**src/common/ilp_pkg.sv**
```systemverilog
package ilp_pkg;
    // Clock and oscillator settling time
    localparam int unsigned CLK_NS = 50;
    localparam int unsigned STAB_NS = 100000;
    localparam int unsigned STAB_CYC = (STAB_NS + CLK_NS - 1) / CLK_NS;
    // Register indices as printed, byte address is four times index
    localparam logic [11:0] IDX_IOR = 12'h0C8;
    localparam logic [11:0] IDX_ADC = 12'h0D1;
    localparam logic [11:0] IDX_TMR = 12'h0D4;
    localparam logic [11:0] IDX_STAT = 12'h0E0;
    localparam logic [11:0] ADDR_IOR = IDX_IOR << 2;
    localparam logic [11:0] ADDR_ADC = IDX_ADC << 2;
    localparam logic [11:0] ADDR_TMR = IDX_TMR << 2;
    localparam logic [11:0] ADDR_STAT = IDX_STAT << 2;
    // Field positions and reset values
    localparam int unsigned IOR_LES = 6;
    localparam int unsigned IOR_ESB = 5;
    localparam int unsigned IOR_GEN = 4;
    localparam logic [7:0] IOR_USED = 8'h70;
    localparam logic [7:0] IOR_RST = 8'h00;
    localparam int unsigned TMR_MASK = 5;
    localparam int unsigned ADC_MASK = 5;
    localparam logic [1:0] RESP_OK = 2'h0;
    localparam logic [1:0] RESP_ERR = 2'h2;
    // Vector addresses
    localparam logic [11:0] VEC_NMI = 12'hFFC;
    localparam logic [11:0] VEC_PA = 12'hFF6;
    localparam logic [11:0] VEC_PB = 12'hFF4;
    localparam logic [11:0] VEC_TMR = 12'hFF2;
    localparam logic [11:0] VEC_ADC = 12'hFF0;

    typedef enum logic [2:0] {SRC_NMI, SRC_PA, SRC_PB, SRC_TMR, SRC_ADC} ilp_src_e;
    typedef enum logic [2:0] {
        MODE_NORM = 3'b001, MODE_IRQ = 3'b010, MODE_NMI = 3'b100
    } ilp_mode_e;
    typedef enum logic [5:0] {
        ST_RUN = 6'b000001, ST_ACC = 6'b000010, ST_VEC = 6'b000100,
        ST_WAIT = 6'b001000, ST_STOP = 6'b010000, ST_STAB = 6'b100000
    } ilp_state_e;

    // From the instruction sequencer
    typedef struct packed {
        logic instrDone;
        logic isWait;
        logic isStop;
        logic isReti;
        logic flagWr;
        logic flagC;
        logic flagZ;
        logic [11:0] pc;
    } ilp_seq_in_s;

    // To the instruction sequencer
    typedef struct packed {
        logic pushPc;
        logic popPc;
        logic loadPc;
        logic [11:0] pushData;
        logic [11:0] vector;
    } ilp_seq_out_s;
endpackage : ilp_pkg

```
**src/rtl/ilp_core.sv**
```systemverilog
// How it works
// - Three carry/zero sets kept, for normal, maskable and non-maskable execution.
// - Accepting an interrupt switches to the interrupt or non-maskable flag set.
// - Current program counter is pushed onto the stack before the vector.
// - After acceptance maskable lines are blocked; the non-maskable request still acts outside its own routine.
// - Acceptance clears the request latch of a serviced pin source; timer and converter flags are left set.
// - Last acceptance step loads the vector address of the serviced source.
// - Return restores the previous flag set and pops the saved counter.
// - Global enable bit at C8h gates all sources except non-maskable.
// - Converter end flag reaches vector 4 only with its mask bit set.
// - Wait halts execution; oscillator and peripheral clock keep running.
// - Leaving wait on an interrupt needs no settling delay.
// - Reset during a low-power state gives an ordinary full reset.
// - Stop halts the oscillator until an external request or reset.
// - Leaving stop inserts an oscillator settling delay before execution.
// - With the watchdog active, stop behaves as wait.
// - Woken from main program: service routine runs, then code after.
// - Woken inside non-maskable routine: resume there, new request not serviced.
// - Woken inside maskable routine by maskable: routine resumes, pending served later.
// - Woken inside maskable routine by non-maskable: that handler runs first.
// - Global enable cleared means no interrupt wakes; only reset restarts.
// - Wait or stop is skipped while an enabled request is pending.
// - Requests are sampled after each instruction and serviced instead of next.
// - Fixed priority vector 1 highest to 4; only non-maskable preempts.
//
// Register access over AXI4-Lite was chosen for this implementation.
`timescale 1ns/1ps
`default_nettype none
module ilp_core import ilp_pkg::*; #(
    parameter int unsigned STAB_CYCLES = STAB_CYC
) (
    input wire logic clk, // Core clock
    input wire logic rstn, // Sync reset, low
    input wire logic [11:0] s_axi_awaddr, // Write address
    input wire logic s_axi_awvalid, // Write address valid
    output logic s_axi_awready, // Write address ready
    input wire logic [31:0] s_axi_wdata, // Write data
    input wire logic [3:0] s_axi_wstrb, // Byte enables
    input wire logic s_axi_wvalid, // Write data valid
    output logic s_axi_wready, // Write data ready
    output logic [1:0] s_axi_bresp, // Write response
    output logic s_axi_bvalid, // Write response valid
    input wire logic s_axi_bready, // Write response ready
    input wire logic [11:0] s_axi_araddr, // Read address
    input wire logic s_axi_arvalid, // Read address valid
    output logic s_axi_arready, // Read address ready
    output logic [31:0] s_axi_rdata, // Read data
    output logic [1:0] s_axi_rresp, // Read response
    output logic s_axi_rvalid, // Read data valid
    input wire logic s_axi_rready, // Read data ready
    input wire logic nmiPinN, // Non-maskable pin
    input wire logic portALineN, // Port A request line
    input wire logic portBLine, // Port B request line
    input wire logic timer_zero_flag, // Timer overflow
    input wire logic convDoneFlag, // Conversion done
    input wire logic wdActive, // Watchdog running
    input wire ilp_seq_in_s seqIn, // From sequencer
    output ilp_seq_out_s seqOut, // To sequencer
    output logic activeC, // Carry in use
    output logic activeZ, // Zero in use
    output logic coreHalt, // Sequencer frozen
    output logic oscRun, // Oscillator on
    output logic periphClkEn // Peripheral clock on
);

    // Settling counter is 16 bits wide
    if (STAB_CYCLES < 1 || STAB_CYCLES > 65535) begin : g_chk
        $error("STAB_CYCLES out of range");
    end

    ilp_state_e stR;
    ilp_mode_e modeR;
    ilp_mode_e nmiRetR;
    ilp_src_e srcR;
    ilp_src_e selSrc;
    logic [15:0] stabCntR;
    logic [7:0] interrupt_option_reg;
    logic timer_irq_mask;
    logic converter_irq_mask;
    logic global_irq_enable;
    logic nmiPrevR, paPrevR, pbPrevR;
    logic nmiLatR, paLatR, pbLatR;
    logic nmiFall, paFall, pbEdge;
    logic [4:1] maskReq;
    logic takeNmi, takeMask, takeReq;
    logic wakeReq, wakeExt;
    logic cR [3];
    logic zR [3];
    logic awHeldR, wHeldR, doWrite, wHit;
    logic [11:0] wAddrR;
    logic [7:0] wDataR;
    logic wStrbR;

    // Flag set index of a mode
    function automatic logic [1:0] modeIdx(input ilp_mode_e m);
        case (m)
            MODE_IRQ: modeIdx = 2'h1;
            MODE_NMI: modeIdx = 2'h2;
            default: modeIdx = 2'h0;
        endcase
    endfunction : modeIdx

    // Vector of a source
    function automatic logic [11:0] vecOf(input ilp_src_e s);
        case (s)
            SRC_PA: vecOf = VEC_PA;
            SRC_PB: vecOf = VEC_PB;
            SRC_TMR: vecOf = VEC_TMR;
            SRC_ADC: vecOf = VEC_ADC;
            default: vecOf = VEC_NMI;
        endcase
    endfunction : vecOf

    assign global_irq_enable = interrupt_option_reg[IOR_GEN];

    // Pin history for edge detection
    always_ff @(posedge clk) begin
        if (!rstn) begin
            nmiPrevR <= 1'b1;
            paPrevR <= 1'b1;
            pbPrevR <= 1'b0;
        end else begin
            nmiPrevR <= nmiPinN;
            paPrevR <= portALineN;
            pbPrevR <= portBLine;
        end
    end

    // Edge events; port B edge chosen by option bit
    assign nmiFall = nmiPrevR & ~nmiPinN;
    assign paFall = paPrevR & ~portALineN;
    assign pbEdge = interrupt_option_reg[IOR_ESB] ? (~pbPrevR & portBLine)
                                                  : (pbPrevR & ~portBLine);

    // Request latches; a new edge wins over the clear
    always_ff @(posedge clk) begin
        if (!rstn) begin
            nmiLatR <= 1'b0;
            paLatR <= 1'b0;
            pbLatR <= 1'b0;
        end else begin
            if (stR == ST_ACC && srcR == SRC_NMI) nmiLatR <= 1'b0;
            if (stR == ST_ACC && srcR == SRC_PA) paLatR <= 1'b0;
            if (stR == ST_ACC && srcR == SRC_PB) pbLatR <= 1'b0;
            if (nmiFall) nmiLatR <= 1'b1;
            if (paFall && !interrupt_option_reg[IOR_LES]) paLatR <= 1'b1;
            if (pbEdge) pbLatR <= 1'b1;
        end
    end

    // Maskable requests; level mode on port A has no storage
    assign maskReq[1] = interrupt_option_reg[IOR_LES] ? ~portALineN : paLatR;
    assign maskReq[2] = pbLatR;
    assign maskReq[3] = timer_zero_flag & timer_irq_mask;
    assign maskReq[4] = convDoneFlag & converter_irq_mask;

    // Acceptance: no nesting of maskables, non-maskable preempts
    assign takeNmi = nmiLatR && modeR != MODE_NMI;
    assign takeMask = global_irq_enable && modeR == MODE_NORM && |maskReq;
    assign takeReq = takeNmi || takeMask;

    // Wake needs global enable, even for the non-maskable pin
    assign wakeReq = global_irq_enable && (nmiLatR || |maskReq);
    assign wakeExt = global_irq_enable && (nmiLatR || maskReq[1] || maskReq[2]);

    // Fixed priority select
    always_comb begin
        if (takeNmi) selSrc = SRC_NMI;
        else if (maskReq[1]) selSrc = SRC_PA;
        else if (maskReq[2]) selSrc = SRC_PB;
        else if (maskReq[3]) selSrc = SRC_TMR;
        else selSrc = SRC_ADC;
    end

    // Core sequencing, mode tracking and stack/PC strobes
    always_ff @(posedge clk) begin
        if (!rstn) begin
            stR <= ST_RUN;
            modeR <= MODE_NORM;
            nmiRetR <= MODE_NORM;
            srcR <= SRC_NMI;
            stabCntR <= 16'h0000;
            seqOut <= '0;
        end else begin
            seqOut.pushPc <= 1'b0;
            seqOut.popPc <= 1'b0;
            seqOut.loadPc <= 1'b0;
            case (stR)
                ST_RUN: begin
                    if (seqIn.instrDone) begin
                        if (takeReq) begin
                            stR <= ST_ACC;
                            srcR <= selSrc;
                        end else if (seqIn.isReti) begin
                            seqOut.popPc <= 1'b1;
                            modeR <= (modeR == MODE_NMI) ? nmiRetR : MODE_NORM;
                        end else if ((seqIn.isWait || seqIn.isStop) && wakeReq) begin
                            stR <= ST_RUN;
                        end else if (seqIn.isStop && !wdActive) begin
                            stR <= ST_STOP;
                        end else if (seqIn.isWait || seqIn.isStop) begin
                            stR <= ST_WAIT;
                        end
                    end
                end
                ST_ACC: begin
                    seqOut.pushPc <= 1'b1;
                    seqOut.pushData <= seqIn.pc;
                    if (srcR == SRC_NMI) begin
                        nmiRetR <= modeR;
                        modeR <= MODE_NMI;
                    end else begin
                        modeR <= MODE_IRQ;
                    end
                    stR <= ST_VEC;
                end
                ST_VEC: begin
                    seqOut.loadPc <= 1'b1;
                    seqOut.vector <= vecOf(srcR);
                    stR <= ST_RUN;
                end
                ST_WAIT: begin
                    // Mode decides: serve now, or resume after the wait
                    if (wakeReq && takeReq) begin
                        stR <= ST_ACC;
                        srcR <= selSrc;
                    end else if (wakeReq) begin
                        stR <= ST_RUN;
                    end
                end
                ST_STOP: begin
                    if (wakeExt) begin
                        stR <= ST_STAB;
                        stabCntR <= 16'(STAB_CYCLES - 1);
                    end
                end
                ST_STAB: begin
                    if (stabCntR != 16'h0000) begin
                        stabCntR <= stabCntR - 16'h0001;
                    end else if (takeReq) begin
                        stR <= ST_ACC;
                        srcR <= selSrc;
                    end else begin
                        stR <= ST_RUN;
                    end
                end
                default: stR <= ST_RUN;
            endcase
        end
    end

    // Banked flags, written only in the set that is in use
    always_ff @(posedge clk) begin
        if (!rstn) begin
            for (int i = 0; i < 3; i++) begin
                cR[i] <= 1'b0;
                zR[i] <= 1'b0;
            end
        end else if (seqIn.flagWr && stR == ST_RUN) begin
            cR[modeIdx(modeR)] <= seqIn.flagC;
            zR[modeIdx(modeR)] <= seqIn.flagZ;
        end
    end

    // Flag set follows the mode
    assign activeC = cR[modeIdx(modeR)];
    assign activeZ = zR[modeIdx(modeR)];

    // Power control
    assign coreHalt = stR != ST_RUN;
    assign oscRun = stR != ST_STOP;
    assign periphClkEn = stR != ST_STOP && stR != ST_STAB;

    // Write address and data taken in either order
    assign s_axi_awready = !awHeldR && !s_axi_bvalid;
    assign s_axi_wready = !wHeldR && !s_axi_bvalid;
    assign doWrite = awHeldR && wHeldR && !s_axi_bvalid;
    assign wHit = wAddrR == ADDR_IOR || wAddrR == ADDR_TMR || wAddrR == ADDR_ADC;

    // Write channel handshake
    always_ff @(posedge clk) begin
        if (!rstn) begin
            awHeldR <= 1'b0;
            wHeldR <= 1'b0;
            wAddrR <= 12'h000;
            wDataR <= 8'h00;
            wStrbR <= 1'b0;
            s_axi_bvalid <= 1'b0;
            s_axi_bresp <= RESP_OK;
        end else begin
            if (s_axi_awvalid && s_axi_awready) begin
                awHeldR <= 1'b1;
                wAddrR <= s_axi_awaddr;
            end
            if (s_axi_wvalid && s_axi_wready) begin
                wHeldR <= 1'b1;
                wDataR <= s_axi_wdata[7:0];
                wStrbR <= s_axi_wstrb[0];
            end
            if (doWrite) begin
                awHeldR <= 1'b0;
                wHeldR <= 1'b0;
                s_axi_bvalid <= 1'b1;
                s_axi_bresp <= wHit ? RESP_OK : RESP_ERR;
            end else if (s_axi_bvalid && s_axi_bready) begin
                s_axi_bvalid <= 1'b0;
            end
        end
    end

    // Register stores, low byte lane only
    always_ff @(posedge clk) begin
        if (!rstn) begin
            interrupt_option_reg <= IOR_RST;
            timer_irq_mask <= 1'b0;
            converter_irq_mask <= 1'b0;
        end else if (doWrite && wStrbR) begin
            if (wAddrR == ADDR_IOR) interrupt_option_reg <= wDataR & IOR_USED;
            if (wAddrR == ADDR_TMR) timer_irq_mask <= wDataR[TMR_MASK];
            if (wAddrR == ADDR_ADC) converter_irq_mask <= wDataR[ADC_MASK];
        end
    end

    // Read channel; option register is write-only and reads zero
    assign s_axi_arready = !s_axi_rvalid;
    always_ff @(posedge clk) begin
        if (!rstn) begin
            s_axi_rvalid <= 1'b0;
            s_axi_rdata <= 32'h00000000;
            s_axi_rresp <= RESP_OK;
        end else if (s_axi_arvalid && s_axi_arready) begin
            s_axi_rvalid <= 1'b1;
            s_axi_rresp <= RESP_OK;
            case (s_axi_araddr)
                ADDR_IOR: s_axi_rdata <= 32'h00000000;
                ADDR_TMR: s_axi_rdata <= 32'(timer_irq_mask) << TMR_MASK;
                ADDR_ADC: s_axi_rdata <= 32'(converter_irq_mask) << ADC_MASK;
                ADDR_STAT: s_axi_rdata <= {18'h0, nmiLatR, maskReq, modeR, stR};
                default: begin
                    s_axi_rdata <= 32'h00000000;
                    s_axi_rresp <= RESP_ERR;
                end
            endcase
        end else if (s_axi_rvalid && s_axi_rready) begin
            s_axi_rvalid <= 1'b0;
        end
    end
endmodule : ilp_core
`default_nettype wire

```
**config.mk**
```make
export PLATFORM = sky130hd
export DESIGN_NAME = ilp_core
export DESIGN_NICKNAME = d
export VERILOG_FILES = /design/src/common/ilp_pkg.sv /design/src/rtl/ilp_core.sv
export SDC_FILE = /design/constraint.sdc
export NUM_CORES = 1
export LEC_CHECK = 0
export BUFFER_PORTS_ARGS = -buffer_cell sky130_fd_sc_hd__buf_2
export CAP_MARGIN = 20
export CORE_ASPECT_RATIO = 0.8
export CORE_UTILIZATION = 54
export CTS_CLUSTER_DIAMETER = 50
export DETAILED_ROUTE_END_ITERATION = 7
export PLACE_DENSITY = 0.91
export SLEW_MARGIN = 20
export SYNTH_ARGS = -nofsm -noshare
export SYNTH_HDL_FRONTEND = slang
export SYNTH_SLANG_ARGS = --single-unit
```
**constraint.sdc**
```tcl
create_clock -name clk -period 6.05 [get_ports clk]
set_input_delay 0.605 -clock clk [delete_from_list [all_inputs] [get_ports clk]]
set_output_delay 0.605 -clock clk [all_outputs]
set_load 0.02 [all_outputs]
```
==> reports/results.ini <==
[synth]
ys_seq_area_frac = 0.429
avgSynthCellArea_sq_um = 8.42
async_reset_ff_frac = 0
ys_seq_elements = 103
yosysWarnings = 0
synth_flop_cell = dfxtp_1
synth.distinct_cells = 63
synth_edf_count = 0
synthCells = 571
syn_area_sq_mm = 0.00481

[critical_path]
start_kind = register
slowest_delay_ns = 0.73
crit_path_cell_trace = nor4_1 > nand3b_1 > nor4_4 > mux2i_1 > nand2_1
cp_max_fo = 19
critPathTopFamily = simple AND/OR/NAND/NOR gates
critPathSlowestCell = nand3b_1
cp.arrival_ns = 2.91
setup.worst_path.class = register to register
critPathCaptureType = register
required_ns = 6.31
worst-path-buf-inv = 0

[pwr]
p_comb_frac = 0.171
switching_share = 0.303
max-vdd-ir-drop_uv = 154
power_mw = 1.41
p_leak_nw = 2.31
sequentialPowerShare = 0.519
p_sw_uw = 428
clockPowerShare = 0.310
p_per_area_mw_per_mm2 = 258
internal-power_uw = 985

[sta]
final-setup-viol-count = 0
tightestPinTransition_ns = 0.981
skew_ns = 0.0131
fin_crit_sh = 0.438
slew_headroom = 0.346
fin_tns_setup_ns = 0
rsz0062_at_grt = false
layout_min_cycle_time_ns = 2.65
max_freq_mhz = 378
timing.final.ws_setup_ns = 3.40
hold_viol_final = 0
slew_viol_final = 0

[clocking]
cts_buffers = 9
postCtsSetupBuffers = 0
clk_latency_ns = 0.38
cts_hold_buf = 0
clk_pin_slew_ns = 0.10
clock_sinks = 103
h-tree-depth = 3
root_buffer = clkbuf_8
cts_max_path_buffers = 2
post_cts_resized = 0
cts_tree = done

[layout]
largest_reg_flops = 19
reg_top3 = seqOut: 19 flops, stabCntR: 16 flops, s_axi_rdata: 14 flops
final_cell_area_sq_mm = 0.00548
area_delta_synth_final_pct = 14.1
drive_gt1_frac = 0.204
diodes = 0
fin_nets = 757
top_register = seqOut
fill_cells = 739

[grt]
grt.overflow.total = 0
grt_pass1_vias = 3978
grt_pass1_wl_mm = 18.6
antenna_found_initial = 0
track_usage = 0.253
grt_max_degree = 50

[route]
highest_layer = met4
wl_met2_mm = 5.52
via_per_inst = 5.75
firstDrtPassIters = 5
vias = 4478
drcViolationCount = 0
post_drt_wl_per_cell_um = 14.9
drt_iter0_drc = 298
wirelength_met1_mm = 4.95
drt-total-wl_mm = 11.6
wl_met3_um = 788
drtAntennaViolNets = 0

[die]
die_w_um = 107
start_util = 0.562
io_pins = 165
rows = 30
core_sq_mm = 0.00856
chipHeight_um = 86.4
dieArea_sq_mm = 0.00928

[placement]
pre_cts_ws_ns = 3.33
port_buffers = 111
post_dp_cell_area_sq_mm = 0.00529
dp_hpwl_mm = 8.20
place.gp.congestion = 0.886

[run_status]
outcome = finished, final reports clean

[min_path]
hold_path_class = primary input to register

[job]
maxCapViolCount = 0

==> per-stage QoR <==
| stage | hold slack (ns) | std cells | utilization |
|---|---|---|---|
| after floorplan | 0.422 | 591 | - |
| after global placement | 0.433 | 764 | 0.618 |
| after detailed placement | 0.446 | 764 | 0.618 |
| after CTS | 0.403 | 779 | 0.640 |
| after global routing | 0.400 | 779 | 0.640 |
| final | 0.402 | 779 | 0.640 |
==> cells in the mapped netlist, drive strengths merged (5+ instances only) <==
cell type  instances  area [sq um]
a211oi             5          50.1
a21oi             50           250
a22oi             13          97.6
a31oi              8          50.1
buf               30           220
clkbuf            22          83.8
dfxtp            103          2060
inv               22          82.6
mux2i             26           260
nand2             77           289
nand2b            11          68.8
nand4              8          50.1
nor2              58           218
nor2b              6          37.5
nor3              12          60.1
nor3b              5          37.5
nor4              17           128
o21ai              9          45.0
o22ai              6          37.5
or4                7          57.6
xor2               5          43.8
==> placed cells by master (no fill, tap or decap), types with 6 or more instances in the layout <==
master,n
clkbuf_8,9
nand2b_1,11
nand2_1,77
buf_2,111
nor2b_1,6
o22ai_1,6
nor2_1,58
mux2i_1,26
dfxtp_1,103
nand4_1,8
nor3_1,12
a21oi_1,50
nor4_1,15
o21ai_0,9
inv_1,21
a22oi_1,13
a31oi_1,8
conb_1,21
==> kinds of logic (layout without fill, tap and decap cells) <==
family                     after synthesis  count (layout)  share of synthesized area
other                                    1              21                   0.000780
and+or+nand+nor                        232             232                      0.245
AOI/OAI and AO/OA                      125             125                      0.171
adders and majority gates                2               2                    0.00521
xor gates and xnor gates                 8               8                     0.0146
DFF                                    103             103                      0.429
buffers and inverters                   74             150                     0.0804
muxes                                   26              26                     0.0542
==> power by group through the flow <==
stage	clock, mW	combinational [mW]	sequential, mW
2_1_floorplan	0	0.177	0.743
3_3_place_gp	0	0.226	0.745
3_5_place_dp	0	0.233	0.747
4_1_cts	0.442	0.238	0.732
5_1_grt	0.467	0.264	0.737
6_report	0.438	0.242	0.733
==> cell type report <==
class / count / area [sq um] / area share
multi-input combinational: 414 / 2430 / 0.444
sequential: 103 / 2060 / 0.376
timing repair buffer: 113 / 571 / 0.104
tap: 112 / 140 / 0.0256
clock buffer: 10 / 128 / 0.0233
inverter: 22 / 82.6 / 0.0151
clock inverter: 5 / 66.3 / 0.0121
==> final timing paths <==
path | cells past startpoint | slack [ns] | to | from
max reg2reg | 5 | 3.40 | nmiRetR[0] | stR[5]
min reg2reg | 2 | 0.46 | seqOut[16] | seqOut[16]
max | 5 | 3.40 | nmiRetR[0] | stR[5]
min | 2 | 0.40 | s_axi_rvalid | s_axi_rready
==> layer usage <==
layer,GRT usage,vias up
li1,-,2172
met1,0.314,2076
met2,0.424,196
met3,0.0624,34
met4,0.102,0
met5,0,-
==> worst reg2reg max path: cells and delay by family (launching register included) <==
kind | cells | cell delay (ns)
AND/OR/NAND/NOR | 4 | 1.89
flip-flops | 1 | 0.40
multiplexers | 1 | 0.24
Power figures use the tool's default switching activity.
